<file path="src/shared/spm_pkg.sv">
package spm_pkg;

    // ==================================================================
    // Socket mode and cycle kinds
    // ==================================================================
    typedef enum logic [1:0] {
        SPM_MODE_16  = 2'h0,
        SPM_MODE_ATA = 2'h1,
        SPM_MODE_CB  = 2'h2
    } spm_mode_e;

    typedef enum logic [2:0] {
        SPM_CYC_IDLE = 3'h0,
        SPM_CYC_MEM  = 3'h1,
        SPM_CYC_IO   = 3'h2,
        SPM_CYC_DMA  = 3'h3
    } spm_cycle_e;

    // ==================================================================
    // Power switch codes {sel_low_n, sel_high_n} and {prog_a, prog_b}
    // ==================================================================
    localparam logic [1:0] SPM_VCC_OFF  = 2'h3;
    localparam logic [1:0] SPM_VCC_5V   = 2'h1;
    localparam logic [1:0] SPM_VCC_3V3  = 2'h2;
    localparam logic [1:0] SPM_VPP_SW   = 2'h0;
    localparam logic [1:0] SPM_VPP_VCC  = 2'h1;
    localparam logic [1:0] SPM_VPP_12V  = 2'h2;

    // Request encodings on the control ports
    localparam logic [1:0] SPM_REQ_VCC_OFF = 2'h0;
    localparam logic [1:0] SPM_REQ_VCC_5V  = 2'h1;
    localparam logic [1:0] SPM_REQ_VCC_3V3 = 2'h2;
    localparam logic [1:0] SPM_REQ_VPP_SW  = 2'h0;
    localparam logic [1:0] SPM_REQ_VPP_VCC = 2'h1;
    localparam logic [1:0] SPM_REQ_VPP_12V = 2'h2;

    // ==================================================================
    // Shared high socket pins: index into the 9-pin group
    // ==================================================================
    localparam int SPM_PIN_W   = 9;
    localparam int SPM_P_A16   = 0;
    localparam int SPM_P_A17   = 1;
    localparam int SPM_P_A18   = 2;
    localparam int SPM_P_A19   = 3;
    localparam int SPM_P_A20   = 4;
    localparam int SPM_P_A21   = 5;
    localparam int SPM_P_A22   = 6;
    localparam int SPM_P_A23   = 7;
    localparam int SPM_P_A24   = 8;
    localparam int SPM_ADDR_LO = 16;
    localparam int SPM_CAD_A17 = 16;
    localparam int SPM_CAD_A24 = 17;
    localparam int SPM_CAD_A25 = 19;
    localparam int SPM_CTL_W   = 5;

endpackage

</file>
<file path="src/hdl/spm_pin_sel.sv">
`timescale 1ns/1ps
// ======================================================================
// Registered pin selector: one socket pin, two functions
// ======================================================================
module spm_pin_sel
    import spm_pkg::*;
(
    input  wire logic clk,
    input  wire logic nrst,
    input  wire logic sel_cb,
    input  wire logic a_out,
    input  wire logic a_oe,
    input  wire logic b_out,
    input  wire logic b_oe,
    output logic      pin_out,
    output logic      pin_oe
);
    logic nxt_out;
    logic nxt_oe;
    logic out_ff;
    logic oe_ff;

    // Mode picks which function owns the pin
    always_comb begin
        nxt_out = sel_cb ? b_out : a_out;
        nxt_oe  = sel_cb ? b_oe  : a_oe;
    end

    // Released on reset so nothing fights the card
    always_ff @(posedge clk) begin
        if (!nrst) begin
            out_ff <= 1'b1;
            oe_ff  <= 1'b0;
        end else begin
            out_ff <= nxt_out;
            oe_ff  <= nxt_oe;
        end
    end

    assign pin_out = out_ff;
    assign pin_oe  = oe_ff;
endmodule

</file>
<file path="src/hdl/spm_socket_mux.sv">
`timescale 1ns/1ps
module spm_socket_mux
    import spm_pkg::*;
(
    input  wire logic                   clk,
    input  wire logic                   nrst,
    // Socket configuration
    input  wire logic [1:0]             socket_mode,
    input  wire logic                   card_identified,
    input  wire logic [1:0]             vcc_req,
    input  wire logic [1:0]             vpp_req,
    // 16-bit cycle request
    input  wire logic [2:0]             cycle_kind,
    input  wire logic                   attr_space,
    input  wire logic                   dma_capable,
    input  wire logic                   dma_ack_req,
    input  wire logic [25:16]           addr_16,
    input  wire logic                   addr_oe,
    // CardBus side from the bus engine
    input  wire logic [19:16]           cad_out,
    input  wire logic [19:16]           cad_oe,
    output logic      [19:16]           cad_in,
    input  wire logic                   cbe3_out_n,
    input  wire logic                   cbe3_oe,
    output logic                        cbe3_in_n,
    input  wire logic [SPM_CTL_W-1:0]   cb_ctl_out_n,
    input  wire logic [SPM_CTL_W-1:0]   cb_ctl_oe,
    output logic      [SPM_CTL_W-1:0]   cb_ctl_in_n,
    input  wire logic                   card_clk_en,
    input  wire logic                   card_clk_src,
    // Socket status lines, passed through as plain levels
    input  wire logic [1:0]             card_detect_pair_n,
    input  wire logic                   card_audio_line,
    input  wire logic                   card_status_change,
    input  wire logic [1:0]             card_voltage_sense,
    output logic [1:0]                  card_detect_n_q,
    output logic                        card_audio_q,
    output logic                        card_status_q,
    output logic [1:0]                  card_vsense_q,
    // Power switch pins
    output logic                        supply_sel_low_n,
    output logic                        supply_sel_high_n,
    output logic                        prog_volt_sel_a,
    output logic                        prog_volt_sel_b,
    // Register select / byte enable 3 pin
    input  wire logic                   reg_sel_in,
    output logic                        reg_sel_out,
    output logic                        reg_sel_oe,
    // High socket address pins 16..25
    input  wire logic [25:16]           sock_hi_in,
    output logic      [25:16]           sock_hi_out,
    output logic      [25:16]           sock_hi_oe,
    output logic                        dma_acknowledge,
    output logic                        cardbus_active
);

    // ==================================================================
    // Socket mode latch
    // ==================================================================
    logic [1:0] mode_ff;
    logic [1:0] nxt_mode;
    logic       is_cb;
    logic       is_ata;

    // Mode only moves once the card type is known, so pins never
    // flip on a half-identified card
    always_comb begin
        nxt_mode = mode_ff;
        if (card_identified) begin
            nxt_mode = socket_mode;
        end
    end

    always_ff @(posedge clk) begin
        if (!nrst) begin
            mode_ff <= SPM_MODE_16;
        end else begin
            mode_ff <= nxt_mode;
        end
    end

    assign is_cb  = (mode_ff == SPM_MODE_CB);
    assign is_ata = (mode_ff == SPM_MODE_ATA);
    assign cardbus_active = is_cb;

    // ==================================================================
    // Power switch code
    // ==================================================================
    logic [1:0] vcc_ff;
    logic [1:0] vpp_ff;
    logic [1:0] nxt_vcc;
    logic [1:0] nxt_vpp;

    function automatic logic [1:0] spm_vcc_code(input logic [1:0] req);
        case (req)
            SPM_REQ_VCC_5V:  spm_vcc_code = SPM_VCC_5V;
            SPM_REQ_VCC_3V3: spm_vcc_code = SPM_VCC_3V3;
            default:         spm_vcc_code = SPM_VCC_OFF;
        endcase
    endfunction

    function automatic logic [1:0] spm_vpp_code(input logic [1:0] req);
        case (req)
            SPM_REQ_VPP_VCC: spm_vpp_code = SPM_VPP_VCC;
            SPM_REQ_VPP_12V: spm_vpp_code = SPM_VPP_12V;
            default:         spm_vpp_code = SPM_VPP_SW;
        endcase
    endfunction

    // Supply off forces the prog code to switch-dependent as well
    always_comb begin
        nxt_vcc = spm_vcc_code(vcc_req);
        nxt_vpp = (nxt_vcc == SPM_VCC_OFF) ? SPM_VPP_SW
                                           : spm_vpp_code(vpp_req);
    end

    always_ff @(posedge clk) begin
        if (!nrst) begin
            vcc_ff <= SPM_VCC_OFF;
            vpp_ff <= SPM_VPP_SW;
        end else begin
            vcc_ff <= nxt_vcc;
            vpp_ff <= nxt_vpp;
        end
    end

    assign supply_sel_low_n  = vcc_ff[1];
    assign supply_sel_high_n = vcc_ff[0];
    assign prog_volt_sel_a   = vpp_ff[1];
    assign prog_volt_sel_b   = vpp_ff[0];

    // ==================================================================
    // Register select for 16-bit cycles
    // ==================================================================
    logic reg16_out;
    logic reg16_oe;
    logic dma_acknowledge_ff;
    logic nxt_dma_acknowledge;

    // DMA wins over ATA; ATA wins over memory and I/O decoding
    always_comb begin
        reg16_out = 1'b1;
        reg16_oe  = 1'b1;
        nxt_dma_acknowledge  = 1'b0;
        if (cycle_kind == SPM_CYC_DMA && dma_capable) begin
            reg16_out = ~dma_ack_req;
            nxt_dma_acknowledge  = dma_ack_req;
        end else if (is_ata) begin
            reg16_out = 1'b1;
        end else if (cycle_kind == SPM_CYC_MEM) begin
            reg16_out = ~attr_space;
        end else if (cycle_kind == SPM_CYC_IO) begin
            reg16_out = 1'b0;
        end
    end

    always_ff @(posedge clk) begin
        if (!nrst) begin
            dma_acknowledge_ff <= 1'b0;
        end else begin
            dma_acknowledge_ff <= is_cb ? 1'b0 : nxt_dma_acknowledge;
        end
    end

    assign dma_acknowledge = dma_acknowledge_ff;

    spm_pin_sel u_reg_pin (
        .clk     (clk),
        .nrst    (nrst),
        .sel_cb  (is_cb),
        .a_out   (reg16_out),
        .a_oe    (reg16_oe),
        .b_out   (cbe3_out_n),
        .b_oe    (cbe3_oe),
        .pin_out (reg_sel_out),
        .pin_oe  (reg_sel_oe)
    );

    // ==================================================================
    // High address pins: per-pin CardBus function
    // ==================================================================
    logic [SPM_PIN_W-1:0] cb_out;
    logic [SPM_PIN_W-1:0] cb_oe;

    // Card clock is gated by the engine; held high when stopped
    always_comb begin
        cb_out = {SPM_PIN_W{1'b1}};
        cb_oe  = {SPM_PIN_W{1'b0}};
        cb_out[SPM_P_A16] = card_clk_en ? card_clk_src : 1'b1;
        cb_oe[SPM_P_A16]  = 1'b1;
        cb_out[SPM_P_A17] = cad_out[SPM_CAD_A17];
        cb_oe[SPM_P_A17]  = cad_oe[SPM_CAD_A17];
        cb_out[SPM_P_A18] = 1'b1;
        cb_oe[SPM_P_A18]  = 1'b0;
        cb_out[SPM_P_A23:SPM_P_A19] = cb_ctl_out_n;
        cb_oe[SPM_P_A23:SPM_P_A19]  = cb_ctl_oe;
        cb_out[SPM_P_A24] = cad_out[SPM_CAD_A24];
        cb_oe[SPM_P_A24]  = cad_oe[SPM_CAD_A24];
    end

    genvar gi;
    generate
        for (gi = 0; gi < SPM_PIN_W; gi++) begin : g_pin
            spm_pin_sel u_pin (
                .clk     (clk),
                .nrst    (nrst),
                .sel_cb  (is_cb),
                .a_out   (addr_16[SPM_ADDR_LO + gi]),
                .a_oe    (addr_oe),
                .b_out   (cb_out[gi]),
                .b_oe    (cb_oe[gi]),
                .pin_out (sock_hi_out[SPM_ADDR_LO + gi]),
                .pin_oe  (sock_hi_oe[SPM_ADDR_LO + gi])
            );
        end
    endgenerate

    // Address 25 carries address/data bit 19 in CardBus mode
    spm_pin_sel u_a25 (
        .clk     (clk),
        .nrst    (nrst),
        .sel_cb  (is_cb),
        .a_out   (addr_16[25]),
        .a_oe    (addr_oe),
        .b_out   (cad_out[SPM_CAD_A25]),
        .b_oe    (cad_oe[SPM_CAD_A25]),
        .pin_out (sock_hi_out[25]),
        .pin_oe  (sock_hi_oe[25])
    );

    // ==================================================================
    // Inputs back from the socket, registered
    // ==================================================================
    logic [19:16]         cad_in_ff;
    logic [SPM_CTL_W-1:0] ctl_in_ff;
    logic                 cbe3_in_ff;
    logic [5:0]           stat_ff;
    logic [19:16]         nxt_cad_in;

    always_comb begin
        nxt_cad_in = 4'hf;
        nxt_cad_in[SPM_CAD_A17] = sock_hi_in[17];
        nxt_cad_in[SPM_CAD_A24] = sock_hi_in[24];
        nxt_cad_in[SPM_CAD_A25] = sock_hi_in[25];
    end

    // Status lines keep socket behaviour in every mode
    always_ff @(posedge clk) begin
        if (!nrst) begin
            cad_in_ff  <= 4'hf;
            ctl_in_ff  <= {SPM_CTL_W{1'b1}};
            cbe3_in_ff <= 1'b1;
            stat_ff    <= 6'h3c;
        end else begin
            cad_in_ff  <= nxt_cad_in;
            ctl_in_ff  <= sock_hi_in[23:19];
            cbe3_in_ff <= reg_sel_in;
            stat_ff    <= {card_detect_pair_n, card_voltage_sense,
                           card_audio_line, card_status_change};
        end
    end

    assign cad_in          = cad_in_ff;
    assign cb_ctl_in_n     = ctl_in_ff;
    assign cbe3_in_n       = cbe3_in_ff;
    assign card_detect_n_q = stat_ff[5:4];
    assign card_vsense_q   = stat_ff[3:2];
    assign card_audio_q    = stat_ff[1];
    assign card_status_q   = stat_ff[0];

endmodule

</file>
<file path="config.mk">
export PLATFORM = sky130hd
export DESIGN_NAME = spm_socket_mux
export DESIGN_NICKNAME = d
export VERILOG_FILES = /design/src/shared/spm_pkg.sv /design/src/hdl/spm_pin_sel.sv /design/src/hdl/spm_socket_mux.sv
export SDC_FILE = /design/constraint.sdc
export NUM_CORES = 1
export LEC_CHECK = 0
export BUFFER_PORTS_ARGS = -buffer_cell sky130_fd_sc_hd__clkbuf_2
export CORE_ASPECT_RATIO = 0.9
export CORE_UTILIZATION = 44
export CTS_BUF_LIST = sky130_fd_sc_hd__clkbuf_2 sky130_fd_sc_hd__clkbuf_4 sky130_fd_sc_hd__clkbuf_8
export CTS_CLUSTER_DIAMETER = 50
export DETAILED_ROUTE_END_ITERATION = 16
export GPL_TIMING_DRIVEN = 0
export PLACE_DENSITY = 0.86
export SETUP_SLACK_MARGIN = 0.2
export SLEW_MARGIN = 25
export SYNTH_ARGS = -nofsm -noshare
export SYNTH_HDL_FRONTEND = slang
export SYNTH_HIERARCHICAL = 1
export SYNTH_SLANG_ARGS = --single-unit
</file>
<file path="constraint.sdc">
create_clock -name clk -period 4.4 [get_ports clk]
set_input_delay 0.22 -clock clk [delete_from_list [all_inputs] [get_ports clk]]
set_output_delay 0.22 -clock clk [all_outputs]
set_load 0.02 [all_outputs]
</file>
==> reports/results.tsv, run 1 <==
metric	value	unit
post-cts-setup-buffers	0	
gp_congestion	0.6924	
grt_pass1_wl	4.968	mm
clock-root-buffer	clkbuf_8	
grt_overflow_total	0	
cts_resized	0	
core.rowCount	19	
cp_data_required_time	4180	ps
fin_nets	310	
cts.clk_slew.worst_paths	80	ps
crit_fanout	13	
hpwl	2.383	mm
crit_type	reg -> out	
final_common_cell	clkbuf_2	
yosysWarnings	6	
leakagePower	1.107	nW
fin_crit_sh	39.51	%
synth_cells	129	
fmax	0.5752	GHz
setup.worst_path.end_class	output port	
setup_viol	0	
arrival	1520	ps
drtPass1Iterations	4	
start_util	47.69	%
grt_max_degree	27	
final_cell_mix	clkbuf_2 (103), dfxtp_1 (44), mux2i_1 (25)	
cts_tree	done	
ant_nets	0	
drt_wl_total	3.033	mm
syn_area	1496	um2
area_growth	48.49	%
max-clock-path-buffers	2	
peakVddDrop	243.1	uV
clkSinkCount	44	
min_path_type	in -> reg	
path_cells	nor2b_4 -> buf_16 -> clkbuf_2	
antennaDiodeCount	0	
final.min_clock_period	1739	ps
antenna_found_initial	0	
synth.yosys.seq_area_share	58.86	%
ys_ff_latch	44	
drive_gt1_share	48.77	%
slew_violations	0	
skew	1.927	ps
cap_violations	0	
grt_pass1_vias	1173	
cpMaxStageDelayCell	nor2b_4	
cts_buffers	5	
coreArea	3138	um2
die_w	63.47	um
status	finished, final reports clean	
ctsHtreeMaxLevel	2	
worstSkewPairLatency	280	ps
p_per_area	384.6	nW/um2
hold_buffers	0	
critPathMaxStageDelay	460	ps
power	0.0008547	W
hold_viol_final	0	
wl_per_cell	10.60	um
ioPinCount	109	
vias	1256	
drc	0	
syn_area_per_cell	11.60	um2
drt_first_iter_violations	51	
fill_cells	271	
grt_usage	18.09	%
dieHeight	57.33	um
rsz0062_at_grt	false	
port_buffers	103	
crit_path_start_kind	register	
fin_tns_setup	0	ps
die-area	3638	um2
synth_cell_types	17	
vias_per_cell	4.392	
metal layers:
layer  global-route usage (%)  share of wire, %
met4                    6.818               1.3
met2                    30.40                46
met3                    9.800                12
met1                    19.12                40
met5                        0                 0
state kept, by name, indices dropped and copies added, names as in the netlist:
name                 count
cad_in                   3
cb_ctl_in_n              5
cbe3_in_n                1
dma_acknowledge          1
g_pin.u_pin/pin_oe       9
g_pin.u_pin/pin_out      9
mode_ff                  2
stat_ff                  6
u_a25/pin_oe             1
u_a25/pin_out            1
u_reg_pin/pin_oe         1
u_reg_pin/pin_out        1
vcc_ff                   2
vpp_ff                   2
where the power goes:
part,total (W),internal [W],leakage [nW],switching (W)
Clock,0.000297,0.000168,0.0541,0.000129
Sequential,0.000428,0.000421,0.366,0.00000653
Combinational,0.000130,0.0000602,0.686,0.0000697
Total,0.000855,0.000649,1.11,0.000205
path summary, 6_finish.rpt:
kind                       endpoint  startpoint  slack, ps  cells past startpoint
max                  cardbus_active  mode_ff[1]       2660                      3
min                       vpp_ff[1]  vpp_req[0]        110                      2
max reg2reg  g_pin[5].u_pin/pin_out  mode_ff[1]       2980                      4
min reg2reg              mode_ff[1]  mode_ff[1]        560                      2
kinds of logic (layout without fill, tap and decap cells):
family	after synthesis	in the layout	synth area share, %
AOI/OAI and AO/OA	1	1	0.5854
and+or+nand+nor	50	50	19.98
adders and majority gates	2	2	1.672
other	2	5	0.5019
muxes	25	25	16.72
buffers and inverters	5	117	1.673
DFF	44	44	58.86
layout make-up:
type / instances / area [um2] / share of cell area [%]
Sequential cell: 44 / 880.8 / 39.64
Multi-Input combinational cell: 83 / 609.3 / 27.42
Timing Repair Buffer: 104 / 543.0 / 24.44
Clock buffer: 5 / 68.82 / 3.097
Tap cell: 42 / 52.55 / 2.365
Clock inverter: 3 / 42.54 / 1.914
Buffer: 3 / 17.52 / 0.7883
Inverter: 2 / 7.507 / 0.3378
critical path: cells and delay by family, from the launching register on:
| kind | cells | cell delay, ps |
|---|---|---|
| simple gates | 1 | 460 |
| buf+inv | 2 | 390 |
| flops | 1 | 370 |
synthesized netlist by cell type:
cell / number / share of area [%]
nor4bb_1: 1 / 0.67
nand4_1: 1 / 0.42
buf_2: 2 / 0.67
nand2_1: 13 / 3.3
mux2i_1: 25 / 17
and2_1: 2 / 0.84
nor2b_1: 16 / 6.7
and4bb_2: 1 / 0.84
nor2b_2: 1 / 0.59
buf_4: 1 / 0.50
conb_1: 2 / 0.50
dfxtp_1: 44 / 59
o31a_1: 1 / 0.59
ha_1: 2 / 1.7
inv_1: 2 / 0.50
nor3b_2: 1 / 0.84
nand2b_1: 14 / 5.9
metrics by stage:
step                      instances  setup WS, ps  util (%)  instance area, um2  hold WS, ps
after global placement          277          1460     66.15                2076        400.7
after global routing            286          2583     70.81                2222        89.31
final                           286          2661     70.81                2222        106.5
after CTS                       286          2645     70.81                2222        96.82
after detailed placement        278          2980     67.26                2111        404.4
after floorplan                 132          1838         -                1508        281.9
Power figures use the tool's default switching activity.
==> run 2, diff against run 1 <==
CORE_UTILIZATION = 37   (was 44)
PLACE_DENSITY = 0.77   (was 0.86)
clock period = 1.5 ns   (was 4.4 ns; I/O delays follow)
==> run 2 against run 1 <==
Register-to-register slack worse by 2600 ps. Power grew to 3.1 times the previous value. Utilization is 2.0 points lower. Clock skew is 4.3 ps higher. Cell count is 15% higher. Critical endpoint unchanged.
==> reports/results.tsv, run 2 (synthesis results as in run 1) <==
metric	value	unit
slew_violations	0	
die-area	4303	um2
path_delay_family	flip-flops	
clock-root-buffer	clkbuf_8	
leakagePower	1.276	nW
max-clock-path-buffers	2	
arrival	1090	ps
critPathMaxStageDelay	400	ps
drtPass1Iterations	4	
final_cell_mix	clkbuf_2 (103), dfxtp_1 (43), dlygate4sd3_1 (32)	
fmax	0.8570	GHz
drive_gt1_share	44.68	%
dieHeight	62.33	um
vias	1444	
cp_data_required_time	1420	ps
gp_congestion	0.7044	
crit_path_start_kind	register	
grt_pass1_vias	1423	
die_w	69.04	um
fin_area	2603	um2
regArea	882.1	um2
antenna_found_initial	0	
drc	0	
coreArea	3784	um2
min_path_type	in -> reg	
vias_per_cell	4.402	
crit_type	reg -> out	
area_growth	73.91	%
fin_nets	348	
fin_crit_sh	77.79	%
ioPinCount	109	
fin_tns_setup	0	ps
skew	6.263	ps
grt_usage	19.70	%
post_dp_cell_area	2090	um2
fill_cells	302	
worstSkewPairLatency	290	ps
cpMaxStageDelayCell	dfxtp_1	
p_per_area	1021	nW/um2
status	finished, final reports clean	
core.rowCount	21	
grt_overflow_total	0	
cts_buffers	5	
cap_violations	0	
multi_input_area	623.1	um2
final.min_clock_period	1167	ps
peakVddDrop	644.7	uV
antennaDiodeCount	0	
drt_wl_total	4.060	mm
grt_max_degree	27	
grt_pass1_wl	6.527	mm
hold_viol_final	0	
cts_tree	done	
ant_nets	0	
ctsHtreeMaxLevel	2	
path_cells	nor2b_4 -> clkbuf_2	
crit_fanout	4	
path_buf_inv	1	
clkSinkCount	44	
port_buffers	103	
cts.clk_slew.worst_paths	80	ps
final_common_cell	clkbuf_2	
setup.worst_path.end_class	output port	
setup_viol	0	
drt_first_iter_violations	32	
wl_per_cell	12.38	um
start_util	39.55	%
rsz0062_at_grt	false	
-- run 2: stage by stage --
step,util (%),setup slack [ps],total power [W],hold WS (ps),std cells
2_1_floorplan,-,120.3,0.001487,136.9,132
3_3_place_gp,55.22,-46.65,0.001652,255.5,281
3_5_place_dp,55.22,-33.28,0.001660,259.4,281
4_1_cts,67.00,34.33,0.002656,0.3696,321
5_1_grt,68.78,274.1,0.002789,5.077,328
6_report,68.78,333.1,0.002657,3.891,328
-- run 2: final cells by class --
cell class	count	area share, %
clock buffers	6	3.173
inverters	2	0.2885
flip-flops and latches	44	33.89
plain buffers	3	0.6731
multi-input cells	84	23.94
clock inverters	2	1.490
repair buffers	141	34.33
well taps	46	2.212
-- run 2: final timing paths --
check,from,to,slack (ps),cells after the start
worst max-delay path,mode_ff[0],cardbus_active,330,2
worst min-delay path,cbe3_out_n,u_reg_pin/pin_out,4,3
worst max register to register,mode_ff[0],g_pin[7].u_pin/pin_out,350,4
worst min register to register,mode_ff[1],mode_ff[1],630,2
-- run 2: repair_timing --
action | in CTS | in global routing
setup buffers | 0 | 6
resized for setup | 1 | 0
hold buffers | 31 | 1
setup endpoints to repair | 24 | 18
gates cloned | 1 | 0
pin swaps | 0 | 0
endpoints found under the hold margin | 25 | 1
-- run 2: power by group --
part	internal (W)	switching (W)	total, W
sequential	0.00124	0.0000235	0.00126
clock	0.000544	0.000386	0.000930
combinational	0.000240	0.000228	0.000468
-- run 2: routing by layer --
| layer | global-route usage (%) | vias up | wire, um |
|---|---|---|---|
| li1 | - | 714 | - |
| met4 | 8.673 | 0 | 65 |
| met3 | 5.682 | 6 | 307 |
| met1 | 20.69 | 649 | 1573 |
| met2 | 36.17 | 75 | 2115 |
| met5 | 0 | - | 0 |
-- run 2: worst register-to-register path, delay by kind of cell (launching register included) --
family | cells | cell delay, ps
flops | 1 | 400
buf+inv | 1 | 160
simple gates | 2 | 280
mux | 1 | 180
